--- src/common/apc_regs.svh ---
// Register offsets, field positions and reset values of the control slice.
// Assumes an 8-bit register address qualified by a page select.
// Behaviour
// - Reference-pulse ignore bit set makes the device disregard the external pulse.
// - Bit 1 of sync control enables higher common-mode range on pulse input.
// - Manual enable drives internal reference pulse from the register level bit.
// - Power-down enable powers down exactly the blocks in the selected mask.
// - Route bit outputs channel B fast over-range flag; host writes bit 5 one.
// - One eight-bit threshold sets fast over-range for both channels.
// - Main-digital-page writes stay pending until the commit bit completes a pulse.
// - Mask select bit chooses first mask at zero, second mask at one.
// - First mask from 20h and 21h, second mask from 23h and 24h.
`ifndef APC_REGS_SVH
`define APC_REGS_SVH

`define APC_ADDR_COMMIT      8'h00
`define APC_ADDR_MASK1_LO    8'h20
`define APC_ADDR_MASK1_HI    8'h21
`define APC_ADDR_MASK2_LO    8'h23
`define APC_ADDR_MASK2_HI    8'h24
`define APC_ADDR_PWR_CTRL    8'h26
`define APC_ADDR_PERF_LO     8'h39
`define APC_ADDR_PERF_MID    8'h3A
`define APC_ADDR_SYNC        8'h53
`define APC_ADDR_MANUAL      8'h54
`define APC_ADDR_PDN_EN      8'h55
`define APC_ADDR_PERF_HI     8'h56
`define APC_ADDR_OVR_ROUTE   8'h59
`define APC_ADDR_OVR_THRESH  8'h5F

`define APC_BIT_COMMIT       0
`define APC_BIT_MASK_SEL     5
`define APC_BIT_PERF_LO_MSB  7
`define APC_BIT_PERF_LO_LSB  6
`define APC_BIT_PERF_MID     6
`define APC_BIT_REF_IGNORE   6
`define APC_BIT_REF_HIGH_CM  1
`define APC_BIT_REF_LEVEL    0
`define APC_BIT_MANUAL_EN    7
`define APC_BIT_PDN_EN       4
`define APC_BIT_PERF_HI      2
`define APC_BIT_OVR_ROUTE    7
`define APC_BIT_OVR_ALWAYS1  5

`define APC_RST_BYTE         8'h00
`define APC_RST_BIT          1'b0
`define APC_RST_THRESH       8'h00
`define APC_LAST_INDEX       8'hFF

`endif

--- src/common/apc_pkg.sv ---
// Types shared by the control slice modules.
// Assumes the register header is included where offsets are needed.
package apc_pkg;

    typedef enum logic [1:0] {
        APC_PAGE_MASTER,
        APC_PAGE_ADC,
        APC_PAGE_MAIN,
        APC_PAGE_NONE
    } apc_page_t;

    typedef enum logic {
        APC_CMT_IDLE,
        APC_CMT_COPY
    } apc_commit_state_t;

endpackage

--- src/common/apc_mem_if.sv ---
// Port bundle of one small configuration memory.
// Assumes one writer side and one reader side per memory.
`timescale 1ns/1ps
interface apc_mem_if;
    logic       we;
    logic [7:0] waddr;
    logic [7:0] wdata;
    logic [7:0] raddr;
    logic [7:0] rdata;

    modport wr  (output we, output waddr, output wdata);
    modport rd  (output raddr, input rdata);
    modport mem (input we, input waddr, input wdata, input raddr, output rdata);
endinterface

--- src/logic/apc_commit.sv ---
// Commit sequencer: copies staged main-page settings into the active copy.
// Assumes the commit level comes from a register and the memories read in one cycle.
`timescale 1ns/1ps
module apc_commit
    import apc_pkg::*;
(
    input  wire logic sys_clk_i,
    input  wire logic reset_n_i,
    input  wire logic commit_level_i,
    output logic      busy_o,
    apc_mem_if.rd     staged,
    apc_mem_if.wr     active
);
`include "apc_regs.svh"

    apc_commit_state_t state;
    logic              level_q;
    logic              request;
    logic [7:0]        index;
    logic [7:0]        index_q;
    logic              valid_q;
    logic              pulse_done;

    assign pulse_done = level_q && !commit_level_i;

    always_ff @(posedge sys_clk_i) begin
        if (!reset_n_i) begin
            level_q <= `APC_RST_BIT;
        end else begin
            level_q <= commit_level_i;
        end
    end

    always_ff @(posedge sys_clk_i) begin
        if (!reset_n_i) begin
            request <= 1'b0;
        end else if (pulse_done) begin
            request <= 1'b1;
        end else if (state == APC_CMT_IDLE) begin
            request <= 1'b0;
        end
    end

    // Copy walk over all entries
    always_ff @(posedge sys_clk_i) begin
        if (!reset_n_i) begin
            state <= APC_CMT_IDLE;
            index <= 8'h00;
        end else begin
            case (state)
                APC_CMT_IDLE: begin
                    index <= 8'h00;
                    if (request) begin
                        state <= APC_CMT_COPY;
                    end
                end
                APC_CMT_COPY: begin
                    index <= index + 8'h01;
                    if (index == `APC_LAST_INDEX) begin
                        state <= APC_CMT_IDLE;
                    end
                end
                default: state <= APC_CMT_IDLE;
            endcase
        end
    end

    always_ff @(posedge sys_clk_i) begin
        if (!reset_n_i) begin
            valid_q <= 1'b0;
            index_q <= 8'h00;
        end else begin
            valid_q <= (state == APC_CMT_COPY);
            index_q <= index;
        end
    end

    assign staged.raddr = index;
    assign active.we    = valid_q;
    assign active.waddr = index_q;
    assign active.wdata = staged.rdata;
    assign busy_o       = (state == APC_CMT_COPY) || valid_q || request;

endmodule

--- src/logic/apc_mem.sv ---
// 256 by 8 configuration memory with registered read data.
// Assumes a single write port and a single read port on one clock.
`timescale 1ns/1ps
module apc_mem
    import apc_pkg::*;
(
    input  wire logic sys_clk_i,
    input  wire logic reset_n_i,
    apc_mem_if.mem    port
);
`include "apc_regs.svh"

    logic [7:0] store [256];

    // Write port
    always_ff @(posedge sys_clk_i) begin
        if (port.we) begin
            store[port.waddr] <= port.wdata;
        end
    end

    // Registered read
    always_ff @(posedge sys_clk_i) begin
        if (!reset_n_i) begin
            port.rdata <= `APC_RST_BYTE;
        end else begin
            port.rdata <= store[port.raddr];
        end
    end

endmodule

--- src/logic/apc_sync_power_ctrl.sv ---
// Reference-pulse, power-down, performance and over-range control registers.
// Assumes a serial port front end delivers decoded register strobes.
`timescale 1ns/1ps
module apc_sync_power_ctrl
    import apc_pkg::*;
(
    input  wire logic       sys_clk_i,
    input  wire logic       reset_n_i,
    input  wire logic       reg_wr_i,
    input  wire logic       reg_rd_i,
    input  wire apc_page_t  reg_page_i,
    input  wire logic [7:0] reg_addr_i,
    input  wire logic [7:0] reg_wdata_i,
    input  wire logic       ext_ref_pulse_i,
    input  wire logic       readback_data_i,
    input  wire logic [7:0] chan_a_level_i,
    input  wire logic [7:0] chan_b_level_i,
    input  wire logic [7:0] mdp_cfg_addr_i,
    output logic [7:0]      reg_rdata_o,
    output logic            reg_rvalid_o,
    output logic            ref_pulse_o,
    output logic            ref_pulse_high_cm_enable_o,
    output logic [15:0]     powerdown_blocks_o,
    output logic [3:0]      performance_setting_o,
    output logic [7:0]      fast_overrange_threshold_o,
    output logic            fast_overrange_flag_a_o,
    output logic            fast_overrange_flag_b_o,
    output logic            serial_readback_pin_o,
    output logic [7:0]      mdp_cfg_data_o,
    output logic            commit_busy_o
);
`include "apc_regs.svh"

    function automatic logic hit(input apc_page_t pg, input logic [7:0] addr,
                                 input apc_page_t want_pg, input logic [7:0] want_addr);
        hit = (pg == want_pg) && (addr == want_addr);
    endfunction

    function automatic logic over(input logic [7:0] level, input logic [7:0] thresh);
        over = (level >= thresh);
    endfunction

    apc_mem_if staged_if ();
    apc_mem_if active_if ();

    logic       commit_level;
    logic       commit_busy;
    logic [7:0] mask1_lo;
    logic [7:0] mask1_hi;
    logic [7:0] mask2_lo;
    logic [7:0] mask2_hi;
    logic       powerdown_mask_select;
    logic [1:0] perf_lo;
    logic       perf_mid;
    logic       perf_hi;
    logic       ref_pulse_ignore;
    logic       ref_pulse_high_cm_enable;
    logic       ref_pulse_manual_level;
    logic       ref_pulse_manual_enable;
    logic       register_powerdown_enable;
    logic       chan_b_fast_overrange_route;
    logic       route_always_one;
    logic [7:0] fast_overrange_threshold;
    logic [7:0] next_rdata;
    logic       fast_overrange_flag_b;

    always_ff @(posedge sys_clk_i) begin
        if (!reset_n_i) begin
            commit_level <= `APC_RST_BIT;
        end else if (reg_wr_i && hit(reg_page_i, reg_addr_i, APC_PAGE_MAIN, `APC_ADDR_COMMIT)) begin
            commit_level <= reg_wdata_i[`APC_BIT_COMMIT];
        end
    end

    always_ff @(posedge sys_clk_i) begin
        if (!reset_n_i) begin
            staged_if.we    <= 1'b0;
            staged_if.waddr <= 8'h00;
            staged_if.wdata <= 8'h00;
        end else begin
            staged_if.we    <= reg_wr_i && (reg_page_i == APC_PAGE_MAIN)
                               && (reg_addr_i != `APC_ADDR_COMMIT);
            staged_if.waddr <= reg_addr_i;
            staged_if.wdata <= reg_wdata_i;
        end
    end

    always_ff @(posedge sys_clk_i) begin
        if (!reset_n_i) begin
            mask1_lo <= `APC_RST_BYTE;
            mask1_hi <= `APC_RST_BYTE;
            mask2_lo <= `APC_RST_BYTE;
            mask2_hi <= `APC_RST_BYTE;
        end else if (reg_wr_i) begin
            if (hit(reg_page_i, reg_addr_i, APC_PAGE_MASTER, `APC_ADDR_MASK1_LO)) begin
                mask1_lo <= reg_wdata_i;
            end else if (hit(reg_page_i, reg_addr_i, APC_PAGE_MASTER, `APC_ADDR_MASK1_HI)) begin
                mask1_hi <= reg_wdata_i;
            end else if (hit(reg_page_i, reg_addr_i, APC_PAGE_MASTER, `APC_ADDR_MASK2_LO)) begin
                mask2_lo <= reg_wdata_i;
            end else if (hit(reg_page_i, reg_addr_i, APC_PAGE_MASTER, `APC_ADDR_MASK2_HI)) begin
                mask2_hi <= reg_wdata_i;
            end
        end
    end

    // Master page control bits
    always_ff @(posedge sys_clk_i) begin
        if (!reset_n_i) begin
            powerdown_mask_select       <= `APC_RST_BIT;
            perf_lo                     <= 2'h0;
            perf_mid                    <= `APC_RST_BIT;
            perf_hi                     <= `APC_RST_BIT;
            ref_pulse_ignore            <= `APC_RST_BIT;
            ref_pulse_high_cm_enable    <= `APC_RST_BIT;
            ref_pulse_manual_level      <= `APC_RST_BIT;
            ref_pulse_manual_enable     <= `APC_RST_BIT;
            register_powerdown_enable   <= `APC_RST_BIT;
            chan_b_fast_overrange_route <= `APC_RST_BIT;
            route_always_one            <= `APC_RST_BIT;
        end else if (reg_wr_i) begin
            if (hit(reg_page_i, reg_addr_i, APC_PAGE_MASTER, `APC_ADDR_PWR_CTRL)) begin
                powerdown_mask_select <= reg_wdata_i[`APC_BIT_MASK_SEL];
            end else if (hit(reg_page_i, reg_addr_i, APC_PAGE_MASTER, `APC_ADDR_PERF_LO)) begin
                perf_lo <= reg_wdata_i[`APC_BIT_PERF_LO_MSB:`APC_BIT_PERF_LO_LSB];
            end else if (hit(reg_page_i, reg_addr_i, APC_PAGE_MASTER, `APC_ADDR_PERF_MID)) begin
                perf_mid <= reg_wdata_i[`APC_BIT_PERF_MID];
            end else if (hit(reg_page_i, reg_addr_i, APC_PAGE_MASTER, `APC_ADDR_PERF_HI)) begin
                perf_hi <= reg_wdata_i[`APC_BIT_PERF_HI];
            end else if (hit(reg_page_i, reg_addr_i, APC_PAGE_MASTER, `APC_ADDR_SYNC)) begin
                ref_pulse_ignore         <= reg_wdata_i[`APC_BIT_REF_IGNORE];
                ref_pulse_high_cm_enable <= reg_wdata_i[`APC_BIT_REF_HIGH_CM];
                ref_pulse_manual_level   <= reg_wdata_i[`APC_BIT_REF_LEVEL];
            end else if (hit(reg_page_i, reg_addr_i, APC_PAGE_MASTER, `APC_ADDR_MANUAL)) begin
                ref_pulse_manual_enable <= reg_wdata_i[`APC_BIT_MANUAL_EN];
            end else if (hit(reg_page_i, reg_addr_i, APC_PAGE_MASTER, `APC_ADDR_PDN_EN)) begin
                register_powerdown_enable <= reg_wdata_i[`APC_BIT_PDN_EN];
            end else if (hit(reg_page_i, reg_addr_i, APC_PAGE_MASTER, `APC_ADDR_OVR_ROUTE)) begin
                chan_b_fast_overrange_route <= reg_wdata_i[`APC_BIT_OVR_ROUTE];
                route_always_one            <= reg_wdata_i[`APC_BIT_OVR_ALWAYS1];
            end
        end
    end

    always_ff @(posedge sys_clk_i) begin
        if (!reset_n_i) begin
            fast_overrange_threshold <= `APC_RST_THRESH;
        end else if (reg_wr_i
                     && hit(reg_page_i, reg_addr_i, APC_PAGE_ADC, `APC_ADDR_OVR_THRESH)) begin
            fast_overrange_threshold <= reg_wdata_i;
        end
    end

    // Read mux, write-only bits read zero
    always_comb begin
        next_rdata = 8'h00;
        if (hit(reg_page_i, reg_addr_i, APC_PAGE_MAIN, `APC_ADDR_COMMIT)) begin
            next_rdata[`APC_BIT_COMMIT] = commit_level;
        end else if (hit(reg_page_i, reg_addr_i, APC_PAGE_MASTER, `APC_ADDR_MASK1_LO)) begin
            next_rdata = mask1_lo;
        end else if (hit(reg_page_i, reg_addr_i, APC_PAGE_MASTER, `APC_ADDR_MASK1_HI)) begin
            next_rdata = mask1_hi;
        end else if (hit(reg_page_i, reg_addr_i, APC_PAGE_MASTER, `APC_ADDR_MASK2_LO)) begin
            next_rdata = mask2_lo;
        end else if (hit(reg_page_i, reg_addr_i, APC_PAGE_MASTER, `APC_ADDR_MASK2_HI)) begin
            next_rdata = mask2_hi;
        end else if (hit(reg_page_i, reg_addr_i, APC_PAGE_MASTER, `APC_ADDR_PWR_CTRL)) begin
            next_rdata[`APC_BIT_MASK_SEL] = powerdown_mask_select;
        end else if (hit(reg_page_i, reg_addr_i, APC_PAGE_MASTER, `APC_ADDR_PERF_LO)) begin
            next_rdata[`APC_BIT_PERF_LO_MSB:`APC_BIT_PERF_LO_LSB] = perf_lo;
        end else if (hit(reg_page_i, reg_addr_i, APC_PAGE_MASTER, `APC_ADDR_PERF_MID)) begin
            next_rdata[`APC_BIT_PERF_MID] = perf_mid;
        end else if (hit(reg_page_i, reg_addr_i, APC_PAGE_MASTER, `APC_ADDR_SYNC)) begin
            next_rdata[`APC_BIT_REF_IGNORE]  = ref_pulse_ignore;
            next_rdata[`APC_BIT_REF_HIGH_CM] = ref_pulse_high_cm_enable;
            next_rdata[`APC_BIT_REF_LEVEL]   = ref_pulse_manual_level;
        end else if (hit(reg_page_i, reg_addr_i, APC_PAGE_MASTER, `APC_ADDR_MANUAL)) begin
            next_rdata[`APC_BIT_MANUAL_EN] = ref_pulse_manual_enable;
        end else if (hit(reg_page_i, reg_addr_i, APC_PAGE_MASTER, `APC_ADDR_PDN_EN)) begin
            next_rdata[`APC_BIT_PDN_EN] = register_powerdown_enable;
        end else if (hit(reg_page_i, reg_addr_i, APC_PAGE_MASTER, `APC_ADDR_OVR_ROUTE)) begin
            next_rdata[`APC_BIT_OVR_ALWAYS1] = route_always_one;
        end else if (hit(reg_page_i, reg_addr_i, APC_PAGE_ADC, `APC_ADDR_OVR_THRESH)) begin
            next_rdata = fast_overrange_threshold;
        end
    end

    always_ff @(posedge sys_clk_i) begin
        if (!reset_n_i) begin
            reg_rdata_o  <= 8'h00;
            reg_rvalid_o <= 1'b0;
        end else begin
            reg_rdata_o  <= reg_rd_i ? next_rdata : 8'h00;
            reg_rvalid_o <= reg_rd_i;
        end
    end

    always_ff @(posedge sys_clk_i) begin
        if (!reset_n_i) begin
            ref_pulse_o <= 1'b0;
        end else if (ref_pulse_manual_enable) begin
            ref_pulse_o <= ref_pulse_manual_level;
        end else begin
            ref_pulse_o <= ext_ref_pulse_i && !ref_pulse_ignore;
        end
    end

    always_ff @(posedge sys_clk_i) begin
        if (!reset_n_i) begin
            ref_pulse_high_cm_enable_o <= 1'b0;
        end else begin
            ref_pulse_high_cm_enable_o <= ref_pulse_high_cm_enable;
        end
    end

    always_ff @(posedge sys_clk_i) begin
        if (!reset_n_i) begin
            powerdown_blocks_o <= 16'h0000;
        end else if (!register_powerdown_enable) begin
            powerdown_blocks_o <= 16'h0000;
        end else if (powerdown_mask_select) begin
            powerdown_blocks_o <= {mask2_hi, mask2_lo};
        end else begin
            powerdown_blocks_o <= {mask1_hi, mask1_lo};
        end
    end

    always_ff @(posedge sys_clk_i) begin
        if (!reset_n_i) begin
            performance_setting_o <= 4'h0;
        end else begin
            performance_setting_o <= {perf_hi, perf_mid, perf_lo};
        end
    end

    assign fast_overrange_flag_b = over(chan_b_level_i, fast_overrange_threshold);

    always_ff @(posedge sys_clk_i) begin
        if (!reset_n_i) begin
            fast_overrange_threshold_o <= `APC_RST_THRESH;
            fast_overrange_flag_a_o    <= 1'b0;
            fast_overrange_flag_b_o    <= 1'b0;
        end else begin
            fast_overrange_threshold_o <= fast_overrange_threshold;
            fast_overrange_flag_a_o    <= over(chan_a_level_i, fast_overrange_threshold);
            fast_overrange_flag_b_o    <= fast_overrange_flag_b;
        end
    end

    always_ff @(posedge sys_clk_i) begin
        if (!reset_n_i) begin
            serial_readback_pin_o <= 1'b0;
        end else if (chan_b_fast_overrange_route) begin
            serial_readback_pin_o <= fast_overrange_flag_b;
        end else begin
            serial_readback_pin_o <= readback_data_i;
        end
    end

    assign active_if.raddr = mdp_cfg_addr_i;
    assign mdp_cfg_data_o  = active_if.rdata;

    always_ff @(posedge sys_clk_i) begin
        if (!reset_n_i) begin
            commit_busy_o <= 1'b0;
        end else begin
            commit_busy_o <= commit_busy;
        end
    end

    apc_mem u_staged (
        .sys_clk_i (sys_clk_i),
        .reset_n_i (reset_n_i),
        .port      (staged_if.mem)
    );

    apc_mem u_active (
        .sys_clk_i (sys_clk_i),
        .reset_n_i (reset_n_i),
        .port      (active_if.mem)
    );

    apc_commit u_commit (
        .sys_clk_i      (sys_clk_i),
        .reset_n_i      (reset_n_i),
        .commit_level_i (commit_level),
        .busy_o         (commit_busy),
        .staged         (staged_if.rd),
        .active         (active_if.wr)
    );

endmodule

--- config.mk ---
export PLATFORM = sky130hd
export DESIGN_NAME = apc_sync_power_ctrl
export DESIGN_NICKNAME = d
export VERILOG_FILES = /design/src/common/apc_pkg.sv /design/src/common/apc_mem_if.sv /design/src/logic/apc_commit.sv /design/src/logic/apc_mem.sv /design/src/logic/apc_sync_power_ctrl.sv
export VERILOG_INCLUDE_DIRS = /design/src /design/src/common
export SDC_FILE = /design/constraint.sdc
export NUM_CORES = 2
export LEC_CHECK = 0
export BUFFER_PORTS_ARGS = -buffer_cell sky130_fd_sc_hd__clkbuf_2
export CORE_UTILIZATION = 39
export DETAILED_ROUTE_END_ITERATION = 8
export PLACE_DENSITY = 0.62
export REMOVE_ABC_BUFFERS = 1
export SETUP_SLACK_MARGIN = 0.4
export SYNTH_ARGS = -nofsm -noshare
export SYNTH_HDL_FRONTEND = slang
export SYNTH_SLANG_ARGS = --single-unit
--- constraint.sdc ---
create_clock -name sys_clk_i -period 5.4 [get_ports sys_clk_i]
set_clock_uncertainty 0.2 [all_clocks]
set_input_delay 0.54 -clock sys_clk_i [delete_from_list [all_inputs] [get_ports sys_clk_i]]
set_output_delay 0.54 -clock sys_clk_i [all_outputs]
set_load 0.01 [all_outputs]
==> metrics.csv <==
stage,metric,value,unit
status,status,completed,
synth,synth.distinct_cells,66,
global_route,track_usage,18.5,%
final_layout,final_common_cell,edfxtp_1,
floorplanning,dieArea,0.423,mm2
floorplanning,die_h,650,um
place,place_congestion,0.847,
route,first_pass_iters,6,
final_layout,num-nets-final,7815,
global_route,grt_pass1_wl,576000,um
synth,syn_inst,7417,
worst_hold_path,min_from,reg_rd_i,
clock_tree,cts_max_path_buffers,4,
sta,finalCritPeriodShare,84.3,%
synth,netlist.top_cell.by_area,edfxtp_1,
sta,slew_violations,0,
pwr,powerDensity,356,mW/mm2
synth,yosysWarningCount,0,
global_route,overflow,0,
critical_path,crit_fanout,40,
synth,netlist.area_leader.share,75.1,%
critical_path,crit_start,u_commit.staged.raddr[0],
route,viasPerCell,5.70,
sta,fmax,0.220,GHz
worst_hold_path,hp-class,primary input to flop,
clock_tree,htreeDepth,5,
sta,setup_viol,0,
clock_tree,cts_sinks,4245,
sta,relSlewSlack,10.1,%
synth,syn_area,0.164,mm2
critical_path,cpPeakStageDelay,1040,ps
floorplanning,ios,99,
floorplanning,die_w,650,um
clock_tree,clk_transition_reported_paths,60,ps
run,drv_cap,0,
synth,syn_area_per_cell,22.1,um2
clock_tree,ctsRootBufferMaster,clkbuf_16,
floorplanning,core_area,0.417,mm2
critical_path,startpoint_type,flop,
floorplanning,rows,237,
sta,rsz0062_at_grt,no,
global_route,grt_start_max_net_pins,257,
final_layout,fillers,34600,
critical_path,worstPathRequired,5940,ps
place,place.port_buffers,98,
pwr,max-vdd-ir-drop,0.000377,V
critical_path,worstReg2RegStart,u_commit.staged.raddr[0],
clock_tree,tritoncts,yes,
critical_path,r2r_slack,850,ps
pwr,power_leakage,0.0527,uW
critical_path,crit_chain,buf_4 -> buf_4 -> mux4_2 -> mux4_2 -> a22o_1 -> a221oi_1 -> o311ai_0,
final_layout,finish.instance_area,0.185,mm2
final_layout,reg.largest.list,"u_active.store x2048, u_staged.store x2048, powerdown_blocks_o x16",
synth,async_flop_share,0,%
synth,synth-seq-cells,4245,
sta,finalHoldViolCount,0,
place,placed_cell_area,0.172,mm2
synth,dominantRegCellSynth,edfxtp_1,
critical_path,endpoint_kind,flop,
route,ant_nets,0,
clock_tree,cts_setup_buffers,0,
floorplanning,initial_core_util,39.3,%
place,dp.final_hpwl,243000,um
synth,ys_top_cells_by_area,"edfxtp_1 75%, mux4_2 16%, dfxtp_1 1.8%",
clock_tree,numCtsBuffers,405,
critical_path,path_class,flop to flop,
synth,ys_seq_area_share,76.9,%
clock_tree,clk_latency,930,ps
final_layout,layout-drive-gt1-share,26.3,%
global_route,grt_pass1_vias,79200,
sta,finalSetupTns,0,ps
route,drt-initial-drc-count,9148,
route,routedWlPerCell,29.4,um
global_route,antenna_found_initial,14,
route,vias,77500,
final_layout,areaGrowthSynthToFinish,12.8,%
critical_path,worst_ep_arrival_time,5090,ps
sta,fin_crit,4550,ps
route,drt-total-wl,399000,um
synth,synth-edff-count,4096,
route,route.detailed.drc,0,
critical_path,cp_slowest_cell,dfxtp_4,
final_layout,layout_common_cells,"4,096 x edfxtp_1, 1,193 x mux4_2, 618 x nor2_1",
sta,tightest_slew,1340,ps
==> synth_stat cells (4+ instances only) <==
master     instances
a2111oi_0          5
a211oi_1           9
a21boi_0          12
a21o_1             6
a21oi_1           56
a221oi_1          27
a22o_1            12
a22oi_1           19
a31oi_1           10
and2_1            42
and3_1             8
buf_1             37
buf_2            105
buf_4             31
buf_6             15
clkbuf_1         225
dfxtp_1          149
edfxtp_1        4096
ha_1              17
inv_1             20
mux2_2             7
mux2i_1          214
mux4_2          1193
nand2_1          120
nand2b_1          13
nand3_1           55
nand3b_1           5
nand4_1            8
nor2_1           619
nor2b_1           63
nor3_1            21
nor3b_1            4
o211ai_1           5
o21ai_0           41
o221ai_1          20
o22ai_1           55
o311ai_0           7
o31ai_1            4
or3_1              4
or4_1              8
xnor2_1            5
==> worst paths after layout <==
| kind | endpoint | cells past startpoint |
|---|---|---|
| worst max-delay path | u_staged.port.rdata[6] | 7 |
| worst min-delay path | reg_rvalid_o | 4 |
| worst min register to register | performance_setting_o[3] | 1 |
| worst max register to register | u_staged.port.rdata[6] | 7 |
==> repair_timing <==
item	CTS	global route
hold buffers	31	0
gates resized for setup	0	0
endpoints found under the setup margin	0	0
hold endpoints to repair	88	0
==> layout make-up <==
class	count	area [um2]	share of cell area [%]
diodes	3	7.51	0.00407
flip-flops and latches	4245	126000	68.3
well taps	5497	6880	3.72
inverters	22	82.6	0.0447
clock buffers	513	10800	5.85
clock inverters	224	2000	1.08
multi-input cells	2737	35900	19.4
repair buffers	339	2990	1.62
==> metal layers <==
| layer | GRT usage, % | routed length, um | vias up |
|---|---|---|---|
| met5 | 0 | 57 | - |
| met4 | 5.69 | 12800 | 10 |
| met3 | 3.02 | 29700 | 648 |
| met2 | 30.4 | 195000 | 3264 |
| met1 | 25.5 | 161000 | 41700 |
| li1 | - | - | 31800 |
==> worst max-delay path: cells and delay by family, from the launching register on <==
kind | cells | cell delay, ps
buf+inv | 2 | 800
flops | 1 | 1040
compound gates | 3 | 1230
mux | 2 | 1060
==> cell families after synthesis <==
family,Yosys count,synth area share [%]
DFF,4245,76.9
muxes,1414,17.8
and+or+nand+nor,987,2.61
buffers and inverters,435,1.22
AOI/OAI and AO/OA,312,1.31
adders and majority gates,17,0.130
xor gates and xnor gates,7,0.0374
==> metrics by stage <==
stage | std cells | total power, uW | worst slack, ps | utilization [%] | hold slack (ps)
floorplan | 7004 | 37700 | -19160 | - | 221
global placement | 12800 | 38500 | 829 | 41.1 | 256
detailed placement | 12800 | 38600 | 830 | 41.1 | 253
CTS | 13600 | 66000 | 864 | 44.3 | 164
global route | 13600 | 67300 | 728 | 44.3 | 228
finish | 13600 | 65700 | 849 | 44.3 | 216
==> report_power, final <==
part           total, uW  internal (uW)  switching, uW
combinational       1700            655           1040
clock              27800          15700          12100
sequential         36200          36000            140
Note: power is estimated with default switching activity, not from simulation.
